[src/rtl/rdd_pkg.sv]
// rdd_pkg: shared constants, register map and carrier types of the tag data decoder
// assumes a single 250 MHz system clock and an APB3 register port with 32-bit data

package rdd_pkg;

  // ==========================================================================
  // clock and timing
  localparam int unsigned CLK_PERIOD_PS = 4000;
  localparam int unsigned ONESHOT_US = 10;
  // one-shot pulse is a least time, so round up to whole cycles
  localparam int unsigned ONESHOT_CYC = (ONESHOT_US * 1000000 + CLK_PERIOD_PS - 1) / CLK_PERIOD_PS;
  localparam logic [11:0] ONESHOT_CYC_W = ONESHOT_CYC[11:0];

  // ==========================================================================
  // tag word layout
  localparam int unsigned WORD_BITS = 8;
  localparam int unsigned CODE_BITS = 3;
  localparam logic [2:0] PARITY_BIT = 3'h7;
  localparam int unsigned OUT_LINES = 8;
  // serial frame: start bit, three code bits, stop bit
  localparam logic [2:0] FRAME_LAST = 3'h4;

  // ==========================================================================
  // register map (byte addresses)
  localparam logic [11:0] REG_CTRL = 12'h000;
  localparam logic [11:0] REG_DIV = 12'h004;
  localparam logic [11:0] REG_STATUS = 12'h008;
  // control fields
  localparam int unsigned CTRL_DEC_EN = 0;
  localparam int unsigned CTRL_OSC_EN = 1;
  localparam int unsigned CTRL_ONESHOT = 2;
  localparam int unsigned CTRL_ACT_LOW = 3;
  localparam logic [3:0] CTRL_RST = 4'h3;
  // output bit period in cycles
  localparam logic [15:0] DIV_RST = 16'h0100;
  // status fields
  localparam int unsigned STAT_CODE_LSB = 0;
  localparam int unsigned STAT_VALID = 3;
  localparam int unsigned STAT_BUSY = 4;
  localparam int unsigned STAT_ERR_LSB = 8;
  localparam int unsigned STAT_PER_LSB = 16;

  // ==========================================================================
  // carrier types
  typedef struct packed {
    logic activeLow;
    logic oneShot;
    logic oscEnable;
    logic decodeEnable;
  } rdd_ctrl_t;

  typedef struct packed {
    logic [2:0] code;
    logic parityOk;
  } rdd_word_t;

  typedef struct packed {
    logic syncClk;
    logic syncData;
    logic syncFrame;
    logic asyncLine;
  } rdd_ser_t;

endpackage

[src/rtl/rdd_word_rx.sv]
// rdd_word_rx: assembles demodulated tag bits into words and checks even parity
// assumes tag bit strobes are synchronous to sys_clk, one cycle wide

`timescale 1ns/1ps

module rdd_word_rx (
  // clock and reset
  input wire logic sys_clk,
  input wire logic resetn,
  // control
  input wire logic decodeEnable,
  // demodulated tag stream
  input wire logic tagBit,
  input wire logic tagBitValid,
  input wire logic tagWordStart,
  // decoded word
  output rdd_pkg::rdd_word_t word,
  output logic [7:0] rawWord,
  output logic done,
  output logic [15:0] bitPeriod
);
  import rdd_pkg::*;

  logic [2:0] bitIdx, next_bitIdx;
  logic [7:0] shiftReg, next_shiftReg, next_rawWord;
  logic next_done;
  rdd_word_t next_word;
  logic [15:0] periodCnt, next_periodCnt, next_bitPeriod;

  // ==========================================================================
  // word assembly, bit 0 first; a start strobe realigns to bit 0
  always_comb begin
    logic [2:0] idx;
    logic [7:0] full;
    idx = tagWordStart ? 3'h0 : bitIdx;
    full = shiftReg;
    next_bitIdx = bitIdx;
    next_shiftReg = shiftReg;
    next_rawWord = rawWord;
    next_word = word;
    next_done = 1'b0;
    next_bitPeriod = bitPeriod;
    next_periodCnt = (periodCnt == 16'hffff) ? periodCnt : periodCnt + 16'h1;
    if (!decodeEnable) begin
      next_bitIdx = 3'h0;
    end else if (tagBitValid) begin
      full[idx] = tagBit;
      next_shiftReg = full;
      next_bitIdx = idx + 3'h1;
      // spacing of tag bits, used to keep the output rate below it
      next_bitPeriod = periodCnt;
      next_periodCnt = 16'h1;
      if (idx == PARITY_BIT) begin
        next_done = 1'b1;
        next_rawWord = full;
        next_word.code = full[CODE_BITS-1:0];
        next_word.parityOk = ~^full;
      end
    end
  end

  always_ff @(posedge sys_clk or negedge resetn) begin
    if (!resetn) begin
      bitIdx <= 3'h0;
      shiftReg <= 8'h00;
      rawWord <= 8'h00;
      word <= '0;
      done <= 1'b0;
      bitPeriod <= 16'h0;
      periodCnt <= 16'h0;
    end else begin
      bitIdx <= next_bitIdx;
      shiftReg <= next_shiftReg;
      rawWord <= next_rawWord;
      word <= next_word;
      done <= next_done;
      bitPeriod <= next_bitPeriod;
      periodCnt <= next_periodCnt;
    end
  end

endmodule

[src/rtl/rdd_ser_tx.sv]
// rdd_ser_tx: re-sends a three-bit code as a synchronous and an asynchronous frame
// assumes period is at least two cycles; a start while busy is dropped

`timescale 1ns/1ps

module rdd_ser_tx (
  // clock and reset
  input wire logic sys_clk,
  input wire logic resetn,
  // request
  input wire logic start,
  input wire logic [2:0] code,
  input wire logic [15:0] period,
  // serial lines
  output rdd_pkg::rdd_ser_t ser,
  output logic busy
);
  import rdd_pkg::*;

  logic next_busy;
  logic [2:0] bitNo, next_bitNo, dataReg, next_dataReg;
  logic [15:0] cnt, next_cnt;
  rdd_ser_t next_ser;

  // ==========================================================================
  // frame sequencer: bit 0 start, bits 1..3 code lsb first, bit 4 stop
  always_comb begin
    logic [1:0] sel;
    sel = 2'h0;
    next_busy = busy;
    next_bitNo = bitNo;
    next_cnt = cnt;
    next_dataReg = dataReg;
    if (!busy) begin
      if (start) begin
        next_busy = 1'b1;
        next_bitNo = 3'h0;
        next_cnt = 16'h0;
        next_dataReg = code;
      end
    end else if (cnt >= period - 16'h1) begin
      next_cnt = 16'h0;
      if (bitNo == FRAME_LAST) begin
        next_busy = 1'b0;
      end else begin
        next_bitNo = bitNo + 3'h1;
      end
    end else begin
      next_cnt = cnt + 16'h1;
    end
    // line levels follow the next state so they leave flops directly
    next_ser = '{syncClk: 1'b0, syncData: 1'b0, syncFrame: 1'b0, asyncLine: 1'b1};
    if (next_busy) begin
      sel = 2'(next_bitNo - 3'h1);
      if (next_bitNo == 3'h0) begin
        next_ser.asyncLine = 1'b0;
      end else if (next_bitNo != FRAME_LAST) begin
        next_ser.asyncLine = next_dataReg[sel];
        next_ser.syncData = next_dataReg[sel];
        next_ser.syncFrame = 1'b1;
        // clock rises mid-bit so the receiver samples settled data
        next_ser.syncClk = (next_cnt >= (period >> 1));
      end
    end
  end

  always_ff @(posedge sys_clk or negedge resetn) begin
    if (!resetn) begin
      busy <= 1'b0;
      bitNo <= 3'h0;
      cnt <= 16'h0;
      dataReg <= 3'h0;
      ser <= '{syncClk: 1'b0, syncData: 1'b0, syncFrame: 1'b0, asyncLine: 1'b1};
    end else begin
      busy <= next_busy;
      bitNo <= next_bitNo;
      cnt <= next_cnt;
      dataReg <= next_dataReg;
      ser <= next_ser;
    end
  end

endmodule

[src/rtl/rdd_reader_top.sv]
// rdd_reader_top: digital back end of the tag reader; decodes tag words and presents
// them as synchronous serial, asynchronous serial or eight direct drive lines
// assumes tag strobes and mode pins are synchronous to sys_clk; APB3 register port
//
// The APB interface to the registers and the register addresses were left to the implementer.

`timescale 1ns/1ps

module rdd_reader_top (
  // clock and reset
  input wire logic sys_clk,
  input wire logic resetn,
  // apb slave
  input wire logic [11:0] paddr,
  input wire logic psel,
  input wire logic penable,
  input wire logic pwrite,
  input wire logic [31:0] pwdata,
  output logic pready,
  output logic [31:0] prdata,
  output logic pslverr,
  // demodulated tag stream
  input wire logic tagBit,
  input wire logic tagBitValid,
  input wire logic tagWordStart,
  // mode pins
  input wire logic direct_output_select,
  input wire logic coil_drive_enable,
  // decoded outputs
  output logic [rdd_pkg::OUT_LINES-1:0] directOut,
  output rdd_pkg::rdd_ser_t serOut,
  // analog front-end controls
  output logic coilDriveOn,
  output logic oscRun
);
  import rdd_pkg::*;

  rdd_ctrl_t ctrl, next_ctrl;
  logic [15:0] divReg, next_divReg;
  logic [2:0] lastCode, next_lastCode;
  logic lastValid, next_lastValid;
  logic [7:0] errCnt, next_errCnt;
  logic [7:0] directRaw, next_directRaw, next_directOut;
  logic [11:0] shotCnt, next_shotCnt;
  logic txStart, next_txStart;
  logic next_pready, next_pslverr, next_coilDriveOn, next_oscRun;
  logic [31:0] next_prdata;
  logic [15:0] periodUsed;
  rdd_word_t rxWord;
  logic [7:0] rxRaw;
  logic rxDone, rxGood, txBusy, apbWrite;
  logic [15:0] tagPeriod;

  // ==========================================================================
  // submodules
  rdd_word_rx u_rx (
    .sys_clk(sys_clk),
    .resetn(resetn),
    .decodeEnable(ctrl.decodeEnable),
    .tagBit(tagBit),
    .tagBitValid(tagBitValid),
    .tagWordStart(tagWordStart),
    .word(rxWord),
    .rawWord(rxRaw),
    .done(rxDone),
    .bitPeriod(tagPeriod)
  );

  rdd_ser_tx u_tx (
    .sys_clk(sys_clk),
    .resetn(resetn),
    .start(txStart),
    .code(lastCode),
    .period(periodUsed),
    .ser(serOut),
    .busy(txBusy)
  );

  // ==========================================================================
  // output bit period: software divider, but never as fast as the tag stream
  always_comb begin
    if (divReg > tagPeriod) begin
      periodUsed = divReg;
    end else if (tagPeriod == 16'hffff) begin
      periodUsed = tagPeriod;
    end else begin
      periodUsed = tagPeriod + 16'h1;
    end
  end

  assign rxGood = rxDone & rxWord.parityOk;
  assign apbWrite = psel & penable & pready & pwrite;

  // ==========================================================================
  // decoded output path
  always_comb begin
    next_directRaw = directRaw;
    next_shotCnt = shotCnt;
    next_txStart = 1'b0;
    next_lastCode = lastCode;
    if (rxGood) begin
      next_lastCode = rxWord.code;
      if (direct_output_select) begin
        next_directRaw = 8'(8'h01 << rxWord.code);
        next_shotCnt = ONESHOT_CYC_W;
      end else begin
        next_txStart = 1'b1;
      end
    end else if (ctrl.oneShot && (|directRaw)) begin
      // one-shot: drop the line after the pulse time; level-hold keeps it
      if (shotCnt <= 12'h1) begin
        next_directRaw = 8'h00;
        next_shotCnt = 12'h0;
      end else begin
        next_shotCnt = shotCnt - 12'h1;
      end
    end
    // polarity is applied last so a change takes effect without a new word
    next_directOut = next_directRaw ^ {OUT_LINES{next_ctrl.activeLow}};
  end

  always_ff @(posedge sys_clk or negedge resetn) begin
    if (!resetn) begin
      directRaw <= 8'h00;
      directOut <= 8'h00;
      shotCnt <= 12'h0;
      txStart <= 1'b0;
      lastCode <= 3'h0;
    end else begin
      directRaw <= next_directRaw;
      directOut <= next_directOut;
      shotCnt <= next_shotCnt;
      txStart <= next_txStart;
      lastCode <= next_lastCode;
    end
  end

  // ==========================================================================
  // register file and apb slave; zero wait states, answer one cycle after setup
  always_comb begin
    next_ctrl = ctrl;
    next_divReg = divReg;
    next_lastValid = lastValid;
    next_errCnt = errCnt;
    next_pready = psel & ~penable & ~pready;
    next_prdata = 32'h0;
    next_pslverr = 1'b0;
    // software clears first so a same-cycle hardware event still wins
    if (apbWrite && paddr == REG_CTRL) begin
      next_ctrl = rdd_ctrl_t'(pwdata[3:0]);
    end
    if (apbWrite && paddr == REG_DIV) begin
      next_divReg = (pwdata[15:0] < 16'h2) ? 16'h2 : pwdata[15:0];
    end
    if (apbWrite && paddr == REG_STATUS) begin
      if (pwdata[STAT_VALID]) begin
        next_lastValid = 1'b0;
      end
      if (pwdata[STAT_ERR_LSB]) begin
        next_errCnt = 8'h00;
      end
    end
    if (rxGood) begin
      next_lastValid = 1'b1;
    end
    // saturate on the value after a same-cycle clear so the count never wraps
    if (rxDone && !rxWord.parityOk && next_errCnt != 8'hff) begin
      next_errCnt = next_errCnt + 8'h1;
    end
    if (psel && !penable) begin
      unique case (paddr)
        REG_CTRL: next_prdata = {28'h0, ctrl};
        REG_DIV: next_prdata = {16'h0, divReg};
        REG_STATUS: next_prdata = {tagPeriod, errCnt, 3'h0, txBusy, lastValid, lastCode};
        default: next_pslverr = 1'b1;
      endcase
    end
    // driver and oscillator gated separately from the decoder
    next_oscRun = next_ctrl.oscEnable;
    next_coilDriveOn = next_ctrl.oscEnable & coil_drive_enable;
  end

  always_ff @(posedge sys_clk or negedge resetn) begin
    if (!resetn) begin
      ctrl <= rdd_ctrl_t'(CTRL_RST);
      divReg <= DIV_RST;
      lastValid <= 1'b0;
      errCnt <= 8'h00;
      pready <= 1'b0;
      prdata <= 32'h0;
      pslverr <= 1'b0;
      oscRun <= 1'b0;
      coilDriveOn <= 1'b0;
    end else begin
      ctrl <= next_ctrl;
      divReg <= next_divReg;
      lastValid <= next_lastValid;
      errCnt <= next_errCnt;
      pready <= next_pready;
      prdata <= next_prdata;
      pslverr <= next_pslverr;
      oscRun <= next_oscRun;
      coilDriveOn <= next_coilDriveOn;
    end
  end

  // ==========================================================================
  // assertion helper: cycles the current direct line has been active in one-shot mode
  logic [11:0] runCnt;
  always_ff @(posedge sys_clk or negedge resetn) begin
    if (!resetn) begin
      runCnt <= 12'h0;
    end else if (!(|next_directRaw)) begin
      runCnt <= 12'h0;
    end else if (rxGood && direct_output_select) begin
      runCnt <= 12'h1;
    end else if (!ctrl.oneShot) begin
      // a line left over from level-hold starts its one-shot time afresh
      runCnt <= 12'h0;
    end else if (runCnt != 12'hfff) begin
      runCnt <= runCnt + 12'h1;
    end
  end
endmodule

[config.mk]
export PLATFORM = sky130hd
export DESIGN_NAME = rdd_reader_top
export DESIGN_NICKNAME = d
export VERILOG_FILES = /design/src/rtl/rdd_pkg.sv /design/src/rtl/rdd_word_rx.sv /design/src/rtl/rdd_ser_tx.sv /design/src/rtl/rdd_reader_top.sv
export SDC_FILE = /design/constraint.sdc
export NUM_CORES = 1
export LEC_CHECK = 0
export ABC_CLOCK_PERIOD_IN_PS = 8700
export BUFFER_PORTS_ARGS = -buffer_cell sky130_fd_sc_hd__buf_2
export CORE_MARGIN = 1
export CORE_UTILIZATION = 50
export CTS_CLUSTER_DIAMETER = 50
export DETAILED_ROUTE_END_ITERATION = 16
export PLACE_DENSITY = 0.68
export SLEW_MARGIN = 20
export SYNTH_ARGS = -nofsm -noshare
export SYNTH_HDL_FRONTEND = slang
export SYNTH_SLANG_ARGS = --single-unit
[constraint.sdc]
create_clock -name sys_clk -period 8.7 [get_ports sys_clk]
set_clock_uncertainty 0.05 [all_clocks]
set_input_delay 0.87 -clock sys_clk [delete_from_list [all_inputs] [get_ports sys_clk]]
set_output_delay 0.87 -clock sys_clk [all_outputs]
set_load 0.02 [all_outputs]
==> reports/metrics.cfg <==
[layout]
final_cell_mix=168 x dfrtp_1, 94 x nand2_1, 85 x o21ai_0, 84 x buf_2, 81 x nor2_1
fill_cells=1609
final_util=0.5775
synthToLayoutAreaGrowth_pct=12.70
multi_input_area_um2=5002
layout_commonest_cell=dfrtp_1
ff_latch_area_um2=4309
final_net_count=1183
diodes=0
drive_gt1_frac=0.1616

[worst_setup_path]
cp_max_fo=43
slowest_stage=or4_1
cp.arrival_ns=7.66
cp_common_cell=ha_1
path_class=reg -> reg
crit_path_start_kind=flip-flop
cp-end-kind=flip-flop
cp_slowest_stage_delay_ns=0.60
required_ns=8.97

[clock_tree]
clkTransAtPathRegs_ns=0.07
cts_hold_buf=0
numCtsBuffers=17
cts.sinks=172
postCtsSetupBuffers=0
h-tree-depth=4
cts_resized=0
clk_latency_ns=0.44
clockBufferDepth=2
cts_tree=built
cts-root-buf=clkbuf_16

[drt]
drc_errors=0
detail-route-antenna-nets=0
first_iter_violations=554
dr.pass1.iters=4
vias=7503
via_per_inst=5.697
postRouteWirelength_um=22240
wl_per_cell_um=16.89

[synthesis]
synth_seq_cells=172
synth_cells=995
seq_area_frac_synth=0.4481
yosys_warnings=0
synth_nets=1108
async_reset_ff_frac=1.000
synth_cell_types=72
avgSynthCellArea_um2=9.665
synth_flop_cell=dfrtp_1
syn_area_um2=9617
synth_edf_count=0

[timing]
hold_viol=0
rsz0062_at_grt=false
fin_crit_sh=0.8489
slew_headroom=0.4365
setup_viol=0
min_period_ns=7.385
slew_violations=0
final.setup.tns_ns=0
max_freq_mhz=135.4
worstMarginPinSlew_ns=0.8453

[power_and_ir_drop]
ir_worst_vdd_uv=140.3
powerDensity_nw_per_um2=167.8
leakagePower_nw=5.295

[placement]
io_buffers=85
gp_congestion=0.8977
post-dp-hpwl_um=16520

[grt]
grt_first_pass_wirelength_um=36830
grt_usage=0.2364
grt_max_degree=71
grt_antenna_before_repair=1
grt_remaining_overflow=0
grt_pass1_vias=7041

[die]
dieArea_um2=19790
start_util=0.5124
row_count=50
ios=102
die_h_um=140.7
core_um2=18770
dieWidth_um=140.7

[status]
status=completed

[job]
maxCapViolCount=0

[min_path]
hold_path.class=in -> async

==> sequential cells by signal (all words and copies together), names as in the netlist, 8 cells and up <==
name	cells
directOut	8
divReg	16
directRaw	8
errCnt	8
u_rx.periodCnt	16
u_tx.cnt	16
prdata	32
shotCnt	12
u_rx.bitPeriod	16
u_rx.shiftReg	8
==> cells in the mapped netlist (3+ instances only) <==
master,n,area share
a211oi_1,5,0.0039
a21o_1,7,0.0055
a21oi_1,48,0.025
a22o_1,7,0.0064
a22oi_1,13,0.010
a31oi_1,9,0.0059
a32o_1,3,0.0031
and2_1,8,0.0052
and3_1,20,0.013
and4_1,5,0.0046
buf_2,3,0.0016
buf_4,3,0.0023
clkbuf_1,27,0.011
dfrtp_1,168,0.44
dfstp_2,4,0.011
ha_1,59,0.077
inv_1,34,0.013
inv_2,3,0.0012
mux2_2,29,0.034
mux2i_1,15,0.016
nand2_1,94,0.037
nand2b_1,17,0.011
nand3_1,32,0.017
nand4_1,20,0.013
nor2_1,82,0.032
nor2b_1,15,0.0098
nor3_1,19,0.0099
nor4_1,23,0.015
o211ai_1,9,0.0070
o21a_1,7,0.0055
o21ai_0,85,0.044
o31ai_1,8,0.0062
or3_1,5,0.0033
or4_1,4,0.0031
xnor2_1,35,0.032
xor2_1,28,0.026
==> through the flow <==
| step | setup slack, ns | hold slack [ns] | instances | instance area (um2) | power, mW |
|---|---|---|---|---|---|
| finish | 1.315 | 0.3081 | 1317 | 10840 | 1.819 |
| global route | 0.7254 | 0.3421 | 1317 | 10840 | 1.895 |
| CTS | 1.308 | 0.3184 | 1317 | 10840 | 1.834 |
| detailed placement | 1.367 | 0.4189 | 1285 | 10240 | 1.063 |
| global placement | 1.395 | 0.4020 | 1285 | 10240 | 1.056 |
| floorplan | 2.142 | 0.3954 | 995 | 9617 | 0.9995 |
==> worst max-delay path, delay by kind of cell (launching register included) <==
| family | cells | cell delay [ns] |
|---|---|---|
| and+or+nand+nor | 8 | 1.46 |
| buffers and inverters | 2 | 0.32 |
| AOI/OAI and AO/OA | 17 | 3.70 |
| xor gates and xnor gates | 1 | 0.14 |
| DFF | 1 | 0.53 |
| adders and majority gates | 4 | 1.05 |
==> layer usage <==
metal | share of wire | GRT usage
met5 | 0.00076 | 0
met4 | 0.024 | 0.08867
met3 | 0.039 | 0.04246
met2 | 0.45 | 0.3566
met1 | 0.49 | 0.3393
==> path summary, 6_finish.rpt <==
check,endpoint,cells past startpoint,slack [ns],startpoint
max,u_tx.ser[3],32,1.31,u_rx.bitPeriod[6]
min,u_tx.cnt[6],1,0.31,resetn
max reg2reg,u_tx.ser[3],32,1.31,u_rx.bitPeriod[6]
min reg2reg,pready,1,0.42,pready
max in group asynchronous,u_rx.periodCnt[8],2,7.07,resetn
min in group sys_clk,pready,1,0.42,pready
==> logic make-up (layout without fill, tap and decap cells) <==
| logic type | after synthesis | in the layout | synth area share |
|---|---|---|---|
| mux | 46 | 46 | 0.05256 |
| buf+inv | 74 | 162 | 0.03201 |
| flops | 172 | 172 | 0.4481 |
| compound gates | 219 | 219 | 0.1417 |
| fa+ha+maj | 59 | 59 | 0.07676 |
| xor+xnor | 63 | 63 | 0.05738 |
| simple gates | 362 | 362 | 0.1915 |
==> report_power, final <==
part           switching (mW)  internal (mW)
sequential             0.0563          0.842
combinational          0.0847         0.0639
clock                   0.360          0.412
==> area by class of cell <==
class	count	share of cell area
clock inverters	15	0.01605
inverters	38	0.01385
flip-flops and latches	172	0.3976
well taps	234	0.02701
repair buffers	92	0.04468
multi-input cells	749	0.4616
clock buffers	17	0.03925
Power figures use the tool's default switching activity.
